$ cat src/include/plm_pkg.sv
// constants shared by the lock status and multiplier block
// assumes a 32-bit AHB-Lite register bus with word-aligned registers
`default_nettype none
package plm_pkg;
    localparam int unsigned ADDR_W = 8;
    // register indices; byte address is four times the index
    localparam logic [ADDR_W-1:0] IDX_VCO_CTRL = 8'h05;
    localparam logic [ADDR_W-1:0] IDX_STATUS = 8'h06;
    localparam logic [ADDR_W-1:0] IDX_LOCK_CFG = 8'h08;
    localparam logic [ADDR_W-1:0] ADDR_VCO_CTRL = 8'h14;
    localparam logic [ADDR_W-1:0] ADDR_STATUS = 8'h18;
    localparam logic [ADDR_W-1:0] ADDR_LOCK_CFG = 8'h20;
    // field positions
    localparam int unsigned BIT_IRQ_EN = 7;
    localparam int unsigned BIT_OSC_MON = 5;
    localparam int unsigned VDIV_MSB = 4;
    localparam int unsigned BIT_LOSS = 7;
    localparam int unsigned BIT_LOCKED = 6;
    localparam int unsigned BIT_RST_EN = 0;
    localparam int unsigned BIT_CTRL_UNUSED = 6;
    // reset values
    localparam logic [7:0] VCO_CTRL_RST = 8'h00;
    localparam logic RST_EN_RST = 1'b0;
    // multiply factor of vdiv code zero
    localparam logic [5:0] MULT_BASE = 6'h18;
    localparam logic [1:0] HTRANS_NONSEQ = 2'h2;
endpackage
`default_nettype wire

$ cat src/include/plm_lock_if.sv
// carries lock state between the register file and the lock tracker
// assumes both ends sit on the same ref_clk
`default_nettype none
interface plm_lock_if;
    logic vdiv_change;
    logic locked;
    logic loss_event;
    modport tracker (input vdiv_change, output locked, output loss_event);
    modport regs (output vdiv_change, input locked, input loss_event);
endinterface
`default_nettype wire

$ cat src/rtl/plm_top.sv
// lock status and multiplier registers behind an ahb-lite slave
// assumes a single zero-wait slave on the bus; hreadyout is the bus hready
//
// How it works
// - sticky loss flag, status bit 7, sets when acquired lock is later lost
// - interrupt request follows the loss flag only when irq enable is set
// - reset request follows the loss flag only when reset enable is set
// - loss flag clears on reset or on a software write of one
// - writing zero to the loss flag position leaves it unchanged
// - changing the vco select while locked clears locked until relock
// - pll output clock stays gated while enabled and not locked
`default_nettype none
module plm_top (
    // clock and reset
    input wire logic ref_clk,
    input wire logic reset_n,
    // ahb-lite slave
    input wire logic hsel,
    input wire logic [31:0] haddr,
    input wire logic [1:0] htrans,
    input wire logic hwrite,
    input wire logic [2:0] hsize,
    input wire logic [31:0] hwdata,
    input wire logic hready,
    output logic hreadyout,
    output logic hresp,
    output logic [31:0] hrdata,
    // pll side
    input wire logic pll_lock_raw,
    input wire logic pll_enable,
    output logic pll_clock_gate_en,
    output logic [5:0] pll_multiply_factor,
    output logic osc_clock_monitor_enable,
    // requests to the system
    output logic lock_loss_irq,
    output logic lock_loss_reset_req
);
    plm_lock_if lk ();

    logic wr_pend_q, wr_pend_d;
    logic [plm_pkg::ADDR_W-1:0] wr_addr_q, wr_addr_d;
    logic [7:0] ctrl_q, ctrl_d;
    logic rst_en_q, rst_en_d;
    logic loss_q, loss_d;
    logic irq_q, irq_d;
    logic rreq_q, rreq_d;
    logic [5:0] mult_q, mult_d;
    logic mon_q, mon_d;
    logic [31:0] rdata_q, rdata_d;
    logic rd_pend_q, rd_pend_d;
    logic addr_ph;
    logic wr_ctrl, wr_status, wr_cfg, clr_loss;
    logic [plm_pkg::ADDR_W-1:0] a_addr;
    logic [4:0] vdiv_d;

    // hsize is not checked: only whole-word transfers are used
    assign addr_ph = hsel && hready && (htrans == plm_pkg::HTRANS_NONSEQ);
    assign a_addr = haddr[plm_pkg::ADDR_W-1:0];
    assign wr_ctrl = wr_pend_q && (wr_addr_q == plm_pkg::ADDR_VCO_CTRL);
    assign wr_status = wr_pend_q && (wr_addr_q == plm_pkg::ADDR_STATUS);
    assign wr_cfg = wr_pend_q && (wr_addr_q == plm_pkg::ADDR_LOCK_CFG);
    assign clr_loss = wr_status && hwdata[plm_pkg::BIT_LOSS];

    always_comb begin
        wr_pend_d = addr_ph && hwrite;
        wr_addr_d = addr_ph ? a_addr : wr_addr_q;
        ctrl_d = ctrl_q;
        rst_en_d = rst_en_q;
        if (wr_ctrl) begin
            // bit 6 is not implemented here and reads zero
            ctrl_d = hwdata[7:0];
            ctrl_d[plm_pkg::BIT_CTRL_UNUSED] = 1'b0;
        end
        if (wr_cfg) begin
            rst_en_d = hwdata[plm_pkg::BIT_RST_EN];
        end
        // a new loss in the clearing cycle wins over the clear
        loss_d = lk.loss_event || (loss_q && !clr_loss);
        // requests are levels that drop with the flag, not one-cycle pulses
        irq_d = loss_d && ctrl_d[plm_pkg::BIT_IRQ_EN];
        rreq_d = loss_d && rst_en_d;
        mon_d = ctrl_d[plm_pkg::BIT_OSC_MON];
        vdiv_d = ctrl_d[plm_pkg::VDIV_MSB:0];
        // six bits hold the largest factor, code 31 plus 24
        mult_d = {1'b0, vdiv_d} + plm_pkg::MULT_BASE;
    end

    // read data from next-state values, except the locked bit, so a write then read is not stale
    always_comb begin
        rd_pend_d = addr_ph && !hwrite;
        rdata_d = 32'h0000_0000;
        if (rd_pend_d) begin
            unique case (a_addr)
                plm_pkg::ADDR_VCO_CTRL: rdata_d[7:0] = ctrl_d;
                plm_pkg::ADDR_STATUS: begin
                    rdata_d[plm_pkg::BIT_LOSS] = loss_d;
                    rdata_d[plm_pkg::BIT_LOCKED] = lk.locked;
                end
                plm_pkg::ADDR_LOCK_CFG: rdata_d[plm_pkg::BIT_RST_EN] = rst_en_d;
                default: rdata_d = 32'h0000_0000;
            endcase
        end
    end

    // rewriting the same select code must not force a relock
    assign lk.vdiv_change = wr_ctrl
        && (hwdata[plm_pkg::VDIV_MSB:0] != ctrl_q[plm_pkg::VDIV_MSB:0]);

    always_ff @(posedge ref_clk or negedge reset_n) begin
        if (!reset_n) begin
            wr_pend_q <= 1'b0;
            wr_addr_q <= '0;
            ctrl_q <= plm_pkg::VCO_CTRL_RST;
            rst_en_q <= plm_pkg::RST_EN_RST;
            loss_q <= 1'b0;
            irq_q <= 1'b0;
            rreq_q <= 1'b0;
            mult_q <= plm_pkg::MULT_BASE;
            mon_q <= 1'b0;
        end else begin
            wr_pend_q <= wr_pend_d;
            wr_addr_q <= wr_addr_d;
            ctrl_q <= ctrl_d;
            rst_en_q <= rst_en_d;
            loss_q <= loss_d;
            irq_q <= irq_d;
            rreq_q <= rreq_d;
            mult_q <= mult_d;
            mon_q <= mon_d;
        end
    end

    // read data returns to zero after its one data-phase cycle
    always_ff @(posedge ref_clk or negedge reset_n) begin
        if (!reset_n) begin
            rd_pend_q <= 1'b0;
            rdata_q <= 32'h0000_0000;
        end else begin
            rd_pend_q <= rd_pend_d;
            rdata_q <= rdata_d;
        end
    end

    plm_lock_track u_track (
        .ref_clk(ref_clk),
        .reset_n(reset_n),
        .pll_lock_raw(pll_lock_raw),
        .pll_enable(pll_enable),
        .pll_clock_gate_en(pll_clock_gate_en),
        .lk(lk.tracker)
    );

    // zero-wait slave: every transfer completes in its first data-phase cycle
    assign hreadyout = 1'b1;
    assign hresp = 1'b0;
    assign hrdata = rdata_q;
    assign pll_multiply_factor = mult_q;
    assign osc_clock_monitor_enable = mon_q;
    assign lock_loss_irq = irq_q;
    assign lock_loss_reset_req = rreq_q;
endmodule
`default_nettype wire

$ cat src/rtl/plm_lock_track.sv
// lock tracker: synchronises the analog lock detect, keeps the locked flag,
// reports loss of lock and drives the pll output clock gate
// assumes pll_lock_raw is asynchronous and pll_enable is on ref_clk
`default_nettype none
module plm_lock_track (
    // clock and reset
    input wire logic ref_clk,
    input wire logic reset_n,
    // pll side
    input wire logic pll_lock_raw,
    input wire logic pll_enable,
    output logic pll_clock_gate_en,
    // register side
    plm_lock_if.tracker lk
);
    logic sync1_q, sync2_q;
    logic locked_q, locked_d;
    logic hold_q, hold_d;
    logic acq_q, acq_d;
    logic gate_q, gate_d;
    logic loss_d;

    always_ff @(posedge ref_clk or negedge reset_n) begin
        if (!reset_n) begin
            sync1_q <= 1'b0;
            sync2_q <= 1'b0;
        end else begin
            sync1_q <= pll_lock_raw;
            sync2_q <= sync1_q;
        end
    end

    always_comb begin
        // a multiplier change forces relock; hold until detector drops
        hold_d = hold_q;
        if (lk.vdiv_change && locked_q) begin
            hold_d = 1'b1;
        end else if (!sync2_q || !pll_enable) begin
            hold_d = 1'b0;
        end
        locked_d = pll_enable && sync2_q && !hold_d;
        // loss only counts after lock was once acquired
        loss_d = acq_q && pll_enable && !sync2_q;
        acq_d = acq_q;
        if (!pll_enable || loss_d) begin
            acq_d = 1'b0;
        end else if (locked_q) begin
            acq_d = 1'b1;
        end
        gate_d = pll_enable && locked_d;
    end

    always_ff @(posedge ref_clk or negedge reset_n) begin
        if (!reset_n) begin
            locked_q <= 1'b0;
            hold_q <= 1'b0;
            acq_q <= 1'b0;
            gate_q <= 1'b0;
        end else begin
            locked_q <= locked_d;
            hold_q <= hold_d;
            acq_q <= acq_d;
            gate_q <= gate_d;
        end
    end

    assign lk.locked = locked_q;
    assign lk.loss_event = loss_d;
    assign pll_clock_gate_en = gate_q;
endmodule
`default_nettype wire

$ cat config.mk
export PLATFORM = sky130hd
export DESIGN_NAME = plm_top
export DESIGN_NICKNAME = d
export VERILOG_FILES = /design/src/include/plm_pkg.sv /design/src/include/plm_lock_if.sv /design/src/rtl/plm_top.sv /design/src/rtl/plm_lock_track.sv
export SDC_FILE = /design/constraint.sdc
export NUM_CORES = 1
export LEC_CHECK = 0
export ABC_CLOCK_PERIOD_IN_PS = 1900
export CORE_ASPECT_RATIO = 1.75
export CORE_UTILIZATION = 61
export DETAILED_ROUTE_END_ITERATION = 8
export DONT_BUFFER_PORTS = 1
export PLACE_DENSITY = 0.86
export SETUP_SLACK_MARGIN = 0.2
export SLEW_MARGIN = 20
export SYNTH_ARGS = -nofsm -noshare
export SYNTH_HDL_FRONTEND = slang
export SYNTH_HIERARCHICAL = 1
export SYNTH_SLANG_ARGS = --single-unit
$ cat constraint.sdc
create_clock -name ref_clk -period 1.9 [get_ports ref_clk]
set_input_delay 0.19 -clock ref_clk [delete_from_list [all_inputs] [get_ports ref_clk]]
set_output_delay 0.19 -clock ref_clk [all_outputs]
set_load 0.005 [all_outputs]
; Yosys cells after proc, flatten, opt, wreduce, memory -nomap -nowiden
; Cells that the tools add are included.
[word_totals]
ff_bits = 66
output_inout_bits = 44
wordCells = 62
[classes]
n_addsub = 1
eq_ne = 8
reduce_logical = 27
mux = 10
[ops]
columns = op, count
row1 = $eq 8x5->1 const B, 4
row2 = $logic_and 1x1->1, 18
row3 = $eq 8x6->1 const B, 2
row4 = $mux 8, 2
row5 = $add 5x5->6 const B, 1
row6 = $logic_not 1->1, 5
row7 = $mux 1, 5
row8 = $mux 5, 1
row9 = $ne 5x5->1, 1
row10 = $pmux 2 s2, 1
row11 = $logic_or 1x1->1, 3
row12 = $eq 2x2->1 const B, 1
row13 = $pmux 1 s2, 1
row14 = $reduce_bool 2->1, 1

; Logic depth before layout (Yosys ltp)
; Gate-level depths: netlist (run 1).
[logic_depth]
depth_word = 8
ltp_mapped = 6
depth_no_buf = 5

; By module
; The synthesis (run 1) kept the hierarchy.
[modules_own_cells]
columns = mod, seq_area_each_um2, cells_per_inst, area_each_um2, n_inst
row1 = plm_top, 803.3, 131, 1550.2, 1
row2 = plm_lock_track, 150.1, 14, 202.7, 1

; Least setup slack after synthesis (run 1)
; Ideal clock, no wire load.
[synth_timing]
path_type = register to register
from = register wr_addr_q[3] in the netlist's numbering
to = register mult_q[4], in the netlist pll_multiply_factor[4]
n_path_buf = 1
slack_ps = 279
arrival_ps = 1562
stages_incl_launch_ff = 7
cell_sequence = dfrtp_1 nor4bb_1 and3_1 buf_4 mux2i_1 ha_1 inv_1
[synth_between]
elab_chain_cells = 4
[synth_lines]
columns = item, line
row1 = from (decl), plm_top.sv:41  ; logic [plm_pkg::ADDR_W-1:0] wr_addr_q, wr_addr_d;
row2 = from (signal assigned), plm_top.sv:122  ; wr_addr_q <= wr_addr_d;
row3 = $eq 8x5->1, plm_top.sv:59  ; assign wr_ctrl = wr_pend_q && (wr_addr_q == plm_pkg::ADDR_VCO_CTRL);
row4 = $logic_and 1x1->1, plm_top.sv:59
row5 = $mux 8, plm_top.sv:69  ; if (wr_ctrl) begin
row6 = $add 5x5->6, plm_top.sv:85  ; mult_d = {1'b0, vdiv_d} + plm_pkg::MULT_BASE;
row7 = via mult_d[4], plm_top.sv:47  ; logic [5:0] mult_q, mult_d;
row8 = to (signal assigned), plm_top.sv:118  ; mult_q <= plm_pkg::MULT_BASE;
row9 = to (signal assigned), plm_top.sv:128  ; mult_q <= mult_d;
row10 = to (decl), plm_top.sv:47
; The timed path passes the listed nets, and every way through them passes these cells.
; A chain may end at the register's enable or synchronous reset.

; Worst setup path after layout (run 1)
; Ends and elaborated chain as after synthesis.

==> impl_metrics.env, run 1 <==
export IMPL_status="finished clean"
export IMPL_layout_drive_gt1_share_pct=26.58
export IMPL_drt_initial_drc_count=19
export IMPL_gp_congestion=0.7347
export IMPL_holdPathEnd="pll_multiply_factor[0]"
export IMPL_clk_path_buf_depth=2
export IMPL_fp_dieW_um=42.52
export IMPL_netlist_instances=145
export IMPL_fin_crit_ns=1.698
export IMPL_critPathBufInv=1
export IMPL_endpoint_kind="register"
export IMPL_rrSetupSlack_ns=0.20
export IMPL_design_portCount=120
export IMPL_p_leak_nw=0.9381
export IMPL_crit_path_max_incr_delay_ns=0.41
export IMPL_hp_start="hwdata[0]"
export IMPL_slew_violations=0
export IMPL_routedWlPerCell_um=15.71
export IMPL_clock_fmax_ghz=0.5889
export IMPL_yosysSeqAreaShare_pct=54.39
export IMPL_finalCritPeriodShare_pct=89.38
export IMPL_clkTransAtPathRegs_ns=0.07
export IMPL_antenna_found_initial=0
export IMPL_synth_cell_type_count=31
export IMPL_clk_latency_ns=0.28
export IMPL_utilization_pct=70.34
export IMPL_rr_startpoint="wr_addr_q[3]"
export IMPL_routed_wl_um=2906
export IMPL_grt_max_degree=39
export IMPL_peakVddDrop_v=0.0007295
export IMPL_worst_path_max_delay_cell="dfrtp_1"
export IMPL_use_met3_pct=6.683
export IMPL_cts_htree_levels=2
export IMPL_hold_viol_final=0
export IMPL_cp_top_family="simple AND/OR/NAND/NOR gates"
export IMPL_area_delta_synth_final_pct=9.208
export IMPL_startpoint_type="register"
export IMPL_cap_violations=0
export IMPL_dr_pass1_iters=3
export IMPL_rsz0062_at_grt="yes"
export IMPL_initial_core_util_pct=64.41
export IMPL_holdPathStages=2
export IMPL_fin_nets=234
export IMPL_die_area_um2=3100
export IMPL_overflow=0
export IMPL_grtUsageMet2_pct=36.75
export IMPL_die_h_um=72.92
export IMPL_syn_cell_area_um2=1753
export IMPL_port_buffers=0
export IMPL_ant_nets=0
export IMPL_worstRegToRegCells=5
export IMPL_dpl_cell_area_um2=1677
export IMPL_grt_util_met1_pct=18.78
export IMPL_syn_avg_cell_area_um2=12.09
export IMPL_path_cells="nor4bb_2 -> and3_4 -> mux2i_2 -> ha_1 -> inv_1"
export IMPL_design_core_area_um2=2721
export IMPL_root_buffer="clkbuf_8"
export IMPL_min_path_type="in2reg"
export IMPL_grt_usage_pct=19.92
export IMPL_yosys_register_bits=38
export IMPL_dpl_cell_count=169
export IMPL_path_max_fanout=7
export IMPL_clock_skew_ns=0.007129
export IMPL_grt_pass1_wl_um=4416
export IMPL_instances_no_fill=185
export IMPL_power_density_nw_per_um2=820.6
export IMPL_vias=980
export IMPL_dpl_hpwl_um=2134
export IMPL_cts_tree="yes"
export IMPL_synth_warnings=6
export IMPL_required_ns=2.13
export IMPL_r2r_end="pll_multiply_factor[4]"
export IMPL_crit_type="reg2reg"
export IMPL_row_count=25
export IMPL_clock_sinks=38
export IMPL_via_per_inst=5.297
export IMPL_setup_violations_final=0
export IMPL_final_common_cell="dfrtp_1"
export IMPL_design_area_um2=1914
export IMPL_grt_pass1_vias=1034
export IMPL_numCtsBuffers=5
export IMPL_critPathArrivalTime_ns=1.93
export IMPL_busiest_layer="met2"
export IMPL_drc=0
export IMPL_layout_common_cells="36 x dfrtp_1, 26 x conb_1, 11 x mux2_2, 11 x inv_1, 7 x nor2_1"
export IMPL_diodes=0
flip-flops by register name (all words and copies together), names as in the netlist, 5 cells and up:
register and cells:
ctrl_q 5, hrdata 8, pll_multiply_factor 6, wr_addr_q 8
metrics by stage:
stage	worst slack [ns]	power [mW]	hold WS, ns	TNS, ns
floorplan	0.2792	1.041	-0.1056	0
global placement	0.05562	1.016	-0.1049	0
detailed placement	-0.002569	1.028	-0.1049	-0.002569
CTS	0.2058	1.575	0.04848	0
global route	0.1421	1.635	0.03954	0
finish	0.2018	1.571	0.04481	0
where the power goes:
part	total (mW)	leakage, nW	internal [mW]	switching (mW)
clock network	0.508	0.0450	0.254	0.254
logic	0.153	0.401	0.0808	0.0724
registers	0.910	0.493	0.866	0.0434
total	1.57	0.938	1.20	0.370
worst reg2reg max path: stages, from the launching register on:
cell and delay (ns):
dfrtp_1 0.41, nor4bb_2 0.33, and3_4 0.33, mux2i_2 0.26
ha_1 0.26, inv_1 0.06
worst max-delay path by stage:
stage / cells after the start / start / slack, ns / endpoint
after global routing: 5 / wr_addr_q[3] / 0.14 / hrdata[7]
after global placement: 5 / wr_addr_q[3] / 0.06 / pll_multiply_factor[4]
after CTS: 5 / wr_addr_q[3] / 0.21 / pll_multiply_factor[4]
final: 5 / wr_addr_q[3] / 0.20 / pll_multiply_factor[4]
after floorplan: 6 / wr_addr_q[3] / 0.28 / pll_multiply_factor[4]
after detailed placement: 5 / wr_addr_q[3] / -0.003 / pll_multiply_factor[4]
routing by layer:
metal	up-vias	wire (um)
met5	-	0
met4	0	65
met3	6	195
met2	43	1722
met1	479	922
li1	452	-
cells by family after synthesis:
| logic type | after synthesis | share of synthesized area [%] |
|---|---|---|
| AOI/OAI and AO/OA | 8 | 3.854 |
| xor gates and xnor gates | 5 | 2.499 |
| adders and majority gates | 1 | 0.7137 |
| buffers and inverters | 42 | 15.49 |
| DFF | 38 | 54.39 |
| muxes | 17 | 10.49 |
| other | 2 | 0.4284 |
| and+or+nand+nor | 32 | 12.14 |
final cells by class:
type / instances / area (um2)
clock inverter: 2 / 10.01
sequential: 38 / 953.4
timing repair buffer: 12 / 117.6
inverter: 11 / 41.29
multi-input combinational: 89 / 685.7
clock buffer: 6 / 72.57
tap: 27 / 33.78
fill: 212 / 807.0
synthesized netlist by cell type:
master,instances,share of area [%]
xor2_1,2,1.0
and4b_1,1,0.57
nand3_1,3,0.86
nand2_1,3,0.64
dfstp_2,2,3.0
mux2i_1,6,3.4
buf_2,1,0.29
a21oi_1,1,0.29
and3_1,1,0.36
or4_4,1,0.64
nor2b_1,6,2.1
nand4b_4,1,1.4
nor2_1,8,1.7
mux2_2,11,7.1
inv_1,11,2.4
xnor2_1,3,1.5
nor3b_1,1,0.43
o22ai_1,2,0.71
o32ai_2,1,0.93
nor4bb_1,1,0.57
a32o_1,1,0.57
dfrtp_1,36,51
conb_1,2,0.43
ha_1,1,0.71
o31a_1,1,0.50
nand4_1,1,0.36
buf_4,30,13
nand4b_1,1,0.50
nor4_1,3,1.1
nor3_4,1,0.93
a211oi_1,2,0.86
timing repair:
item,4_1_cts,5_1_grt
endpoints found under the hold margin,40,0
pin swaps,2,4
resized for setup,6,9
hold buffers,4,0
setup endpoints to repair,17,6
setup buffers,1,3
Power figures use the tool's default switching activity.
==> run 2, diff against run 1 <==
--- a/config.mk
+++ b/config.mk
@@ -10,6 +10,7 @@
 export CORE_UTILIZATION = 61
 export DETAILED_ROUTE_END_ITERATION = 8
 export DONT_BUFFER_PORTS = 1
+export MAX_ROUTING_LAYER = met4
 export PLACE_DENSITY = 0.86
 export SETUP_SLACK_MARGIN = 0.2
 export SLEW_MARGIN = 20
==> run 2 against run 1 <==
  * Design area unchanged
  * Count of clock-buffer cells in the layout unchanged
  * Sequential power about the same
  * Via count decreased by 0.31%
  * Combinational power about the same
  * Clock skew about the same
  * Critical path depth unchanged
  * Register-to-register slack about the same
  * Highest routed layer unchanged
==> impl_metrics.env, run 2 (synthesis results as in run 1) <==
export IMPL_design_core_area_um2=2721
export IMPL_power_density_nw_per_um2=820.3
export IMPL_clkTransAtPathRegs_ns=0.07
export IMPL_layout_setup_ws_ns=0.2065
export IMPL_fin_crit_ns=1.694
export IMPL_clock_sinks=38
export IMPL_grt_usage_pct=20.50
export IMPL_cts_tree="yes"
export IMPL_numCtsBuffers=5
export IMPL_fin_setup_tns_ns=0
export IMPL_utilization_pct=70.34
export IMPL_clk_path_buf_depth=2
export IMPL_worstRegToRegCells=5
export IMPL_r2r_end="pll_multiply_factor[4]"
export IMPL_final_common_cell="dfrtp_1"
export IMPL_path_max_fanout=7
export IMPL_via_per_inst=5.281
export IMPL_layout_drive_gt1_share_pct=26.58
export IMPL_design_area_um2=1914
export IMPL_p_leak_nw=0.9381
export IMPL_rsz0062_at_grt="yes"
export IMPL_required_ns=2.13
export IMPL_dpl_worst_slack_ns=-0.002569
export IMPL_routedWlPerCell_um=15.70
export IMPL_clock_skew_ns=0.007223
export IMPL_dpl_cell_area_um2=1677
export IMPL_grt_pass1_vias=1031
export IMPL_overflow=0
export IMPL_fin_nets=234
export IMPL_rrSetupSlack_ns=0.21
export IMPL_gp_congestion=0.7437
export IMPL_dpl_hpwl_um=2134
export IMPL_fillers=212
export IMPL_routed_wl_um=2905
export IMPL_vias=977
export IMPL_crit_type="reg2reg"
export IMPL_startpoint_type="register"
export IMPL_endpoint_kind="register"
export IMPL_finalCritPeriodShare_pct=89.13
export IMPL_hp_start="hwdata[0]"
export IMPL_peakVddDrop_v=0.0007289
export IMPL_status="finished clean"
export IMPL_slew_violations=0
export IMPL_antenna_found_initial=0
export IMPL_diodes=0
export IMPL_rr_startpoint="wr_addr_q[3]"
export IMPL_holdPathStages=2
export IMPL_grt_pass1_wl_um=4409
export IMPL_grt_max_degree=39
export IMPL_layout_common_cells="36 x dfrtp_1, 26 x conb_1, 11 x mux2_2, 11 x inv_1, 7 x nor2_1"
export IMPL_drc=0
export IMPL_initial_core_util_pct=64.41
export IMPL_drt_initial_drc_count=16
export IMPL_hold_viol_final=0
export IMPL_clk_latency_ns=0.28
export IMPL_cts_htree_levels=2
export IMPL_cap_violations=0
export IMPL_fp_dieW_um=42.52
export IMPL_port_buffers=0
export IMPL_critPathArrivalTime_ns=1.92
export IMPL_area_delta_synth_final_pct=9.208
export IMPL_die_area_um2=3100
export IMPL_min_path_type="in2reg"
export IMPL_clock_fmax_ghz=0.5905
export IMPL_die_h_um=72.92
export IMPL_ant_nets=0
export IMPL_design_portCount=120
export IMPL_row_count=25
export IMPL_dr_pass1_iters=3
export IMPL_root_buffer="clkbuf_8"
export IMPL_holdPathEnd="pll_multiply_factor[0]"
export IMPL_setup_violations_final=0
[run 2: cell counts in the layout (fill, tap and decap cells not counted)]
Identical to the previous run, type by type.
[run 2: repair_timing]
action                                  CTS  global route
pin swaps                                 2             4
endpoints found under the setup margin   17             6
hold endpoints to repair                 40             0
setup buffers                             1             3
hold buffers                              4             0
gates resized for setup                   6             9
[run 2: final cells by class]
| cell class | count | area [um2] | share of cell area, % |
|---|---|---|---|
| sequential | 38 | 953.4 | 49.80 |
| inverter | 11 | 41.29 | 2.157 |
| clock inverter | 2 | 10.01 | 0.5229 |
| tap | 27 | 33.78 | 1.765 |
| clock buffer | 6 | 72.57 | 3.791 |
| timing repair buffer | 12 | 117.6 | 6.144 |
| multi-input combinational | 89 | 685.7 | 35.82 |
[run 2: routing by layer]
layer	global-route usage (%)	vias to the layer above	routed length [um]
met5	-	-	0
met4	10.42	0	59
met3	5.941	5	178
met2	36.75	42	1723
met1	19.29	478	943
li1	-	452	-
[run 2: worst max-delay path, stage by stage (launching register included)]
cell and delay [ns]:
dfrtp_1 0.41, nor4bb_2 0.33, and3_4 0.33, mux2i_2 0.26, ha_1 0.26, inv_1 0.06
[run 2: worst max-delay path by stage]
stage,from,end,cells past startpoint
global route,wr_addr_q[3],hrdata[7],5
finish,wr_addr_q[3],pll_multiply_factor[4],5
detailed placement,wr_addr_q[3],pll_multiply_factor[4],5
floorplan,wr_addr_q[3],pll_multiply_factor[4],6
CTS,wr_addr_q[3],pll_multiply_factor[4],5
global placement,wr_addr_q[3],pll_multiply_factor[4],5
[run 2: power breakdown]
part | total (mW) | internal (mW) | switching (mW)
logic | 0.153 | 0.0808 | 0.0719
registers | 0.910 | 0.866 | 0.0438
clock network | 0.508 | 0.254 | 0.254
[run 2: through the flow]
stage	power, mW	std cells	hold WS [ns]
floorplan	1.041	169	-0.1056
global placement	1.016	169	-0.1049
detailed placement	1.028	169	-0.1049
CTS	1.575	182	0.04848
global route	1.635	185	0.03955
finish	1.570	185	0.04526
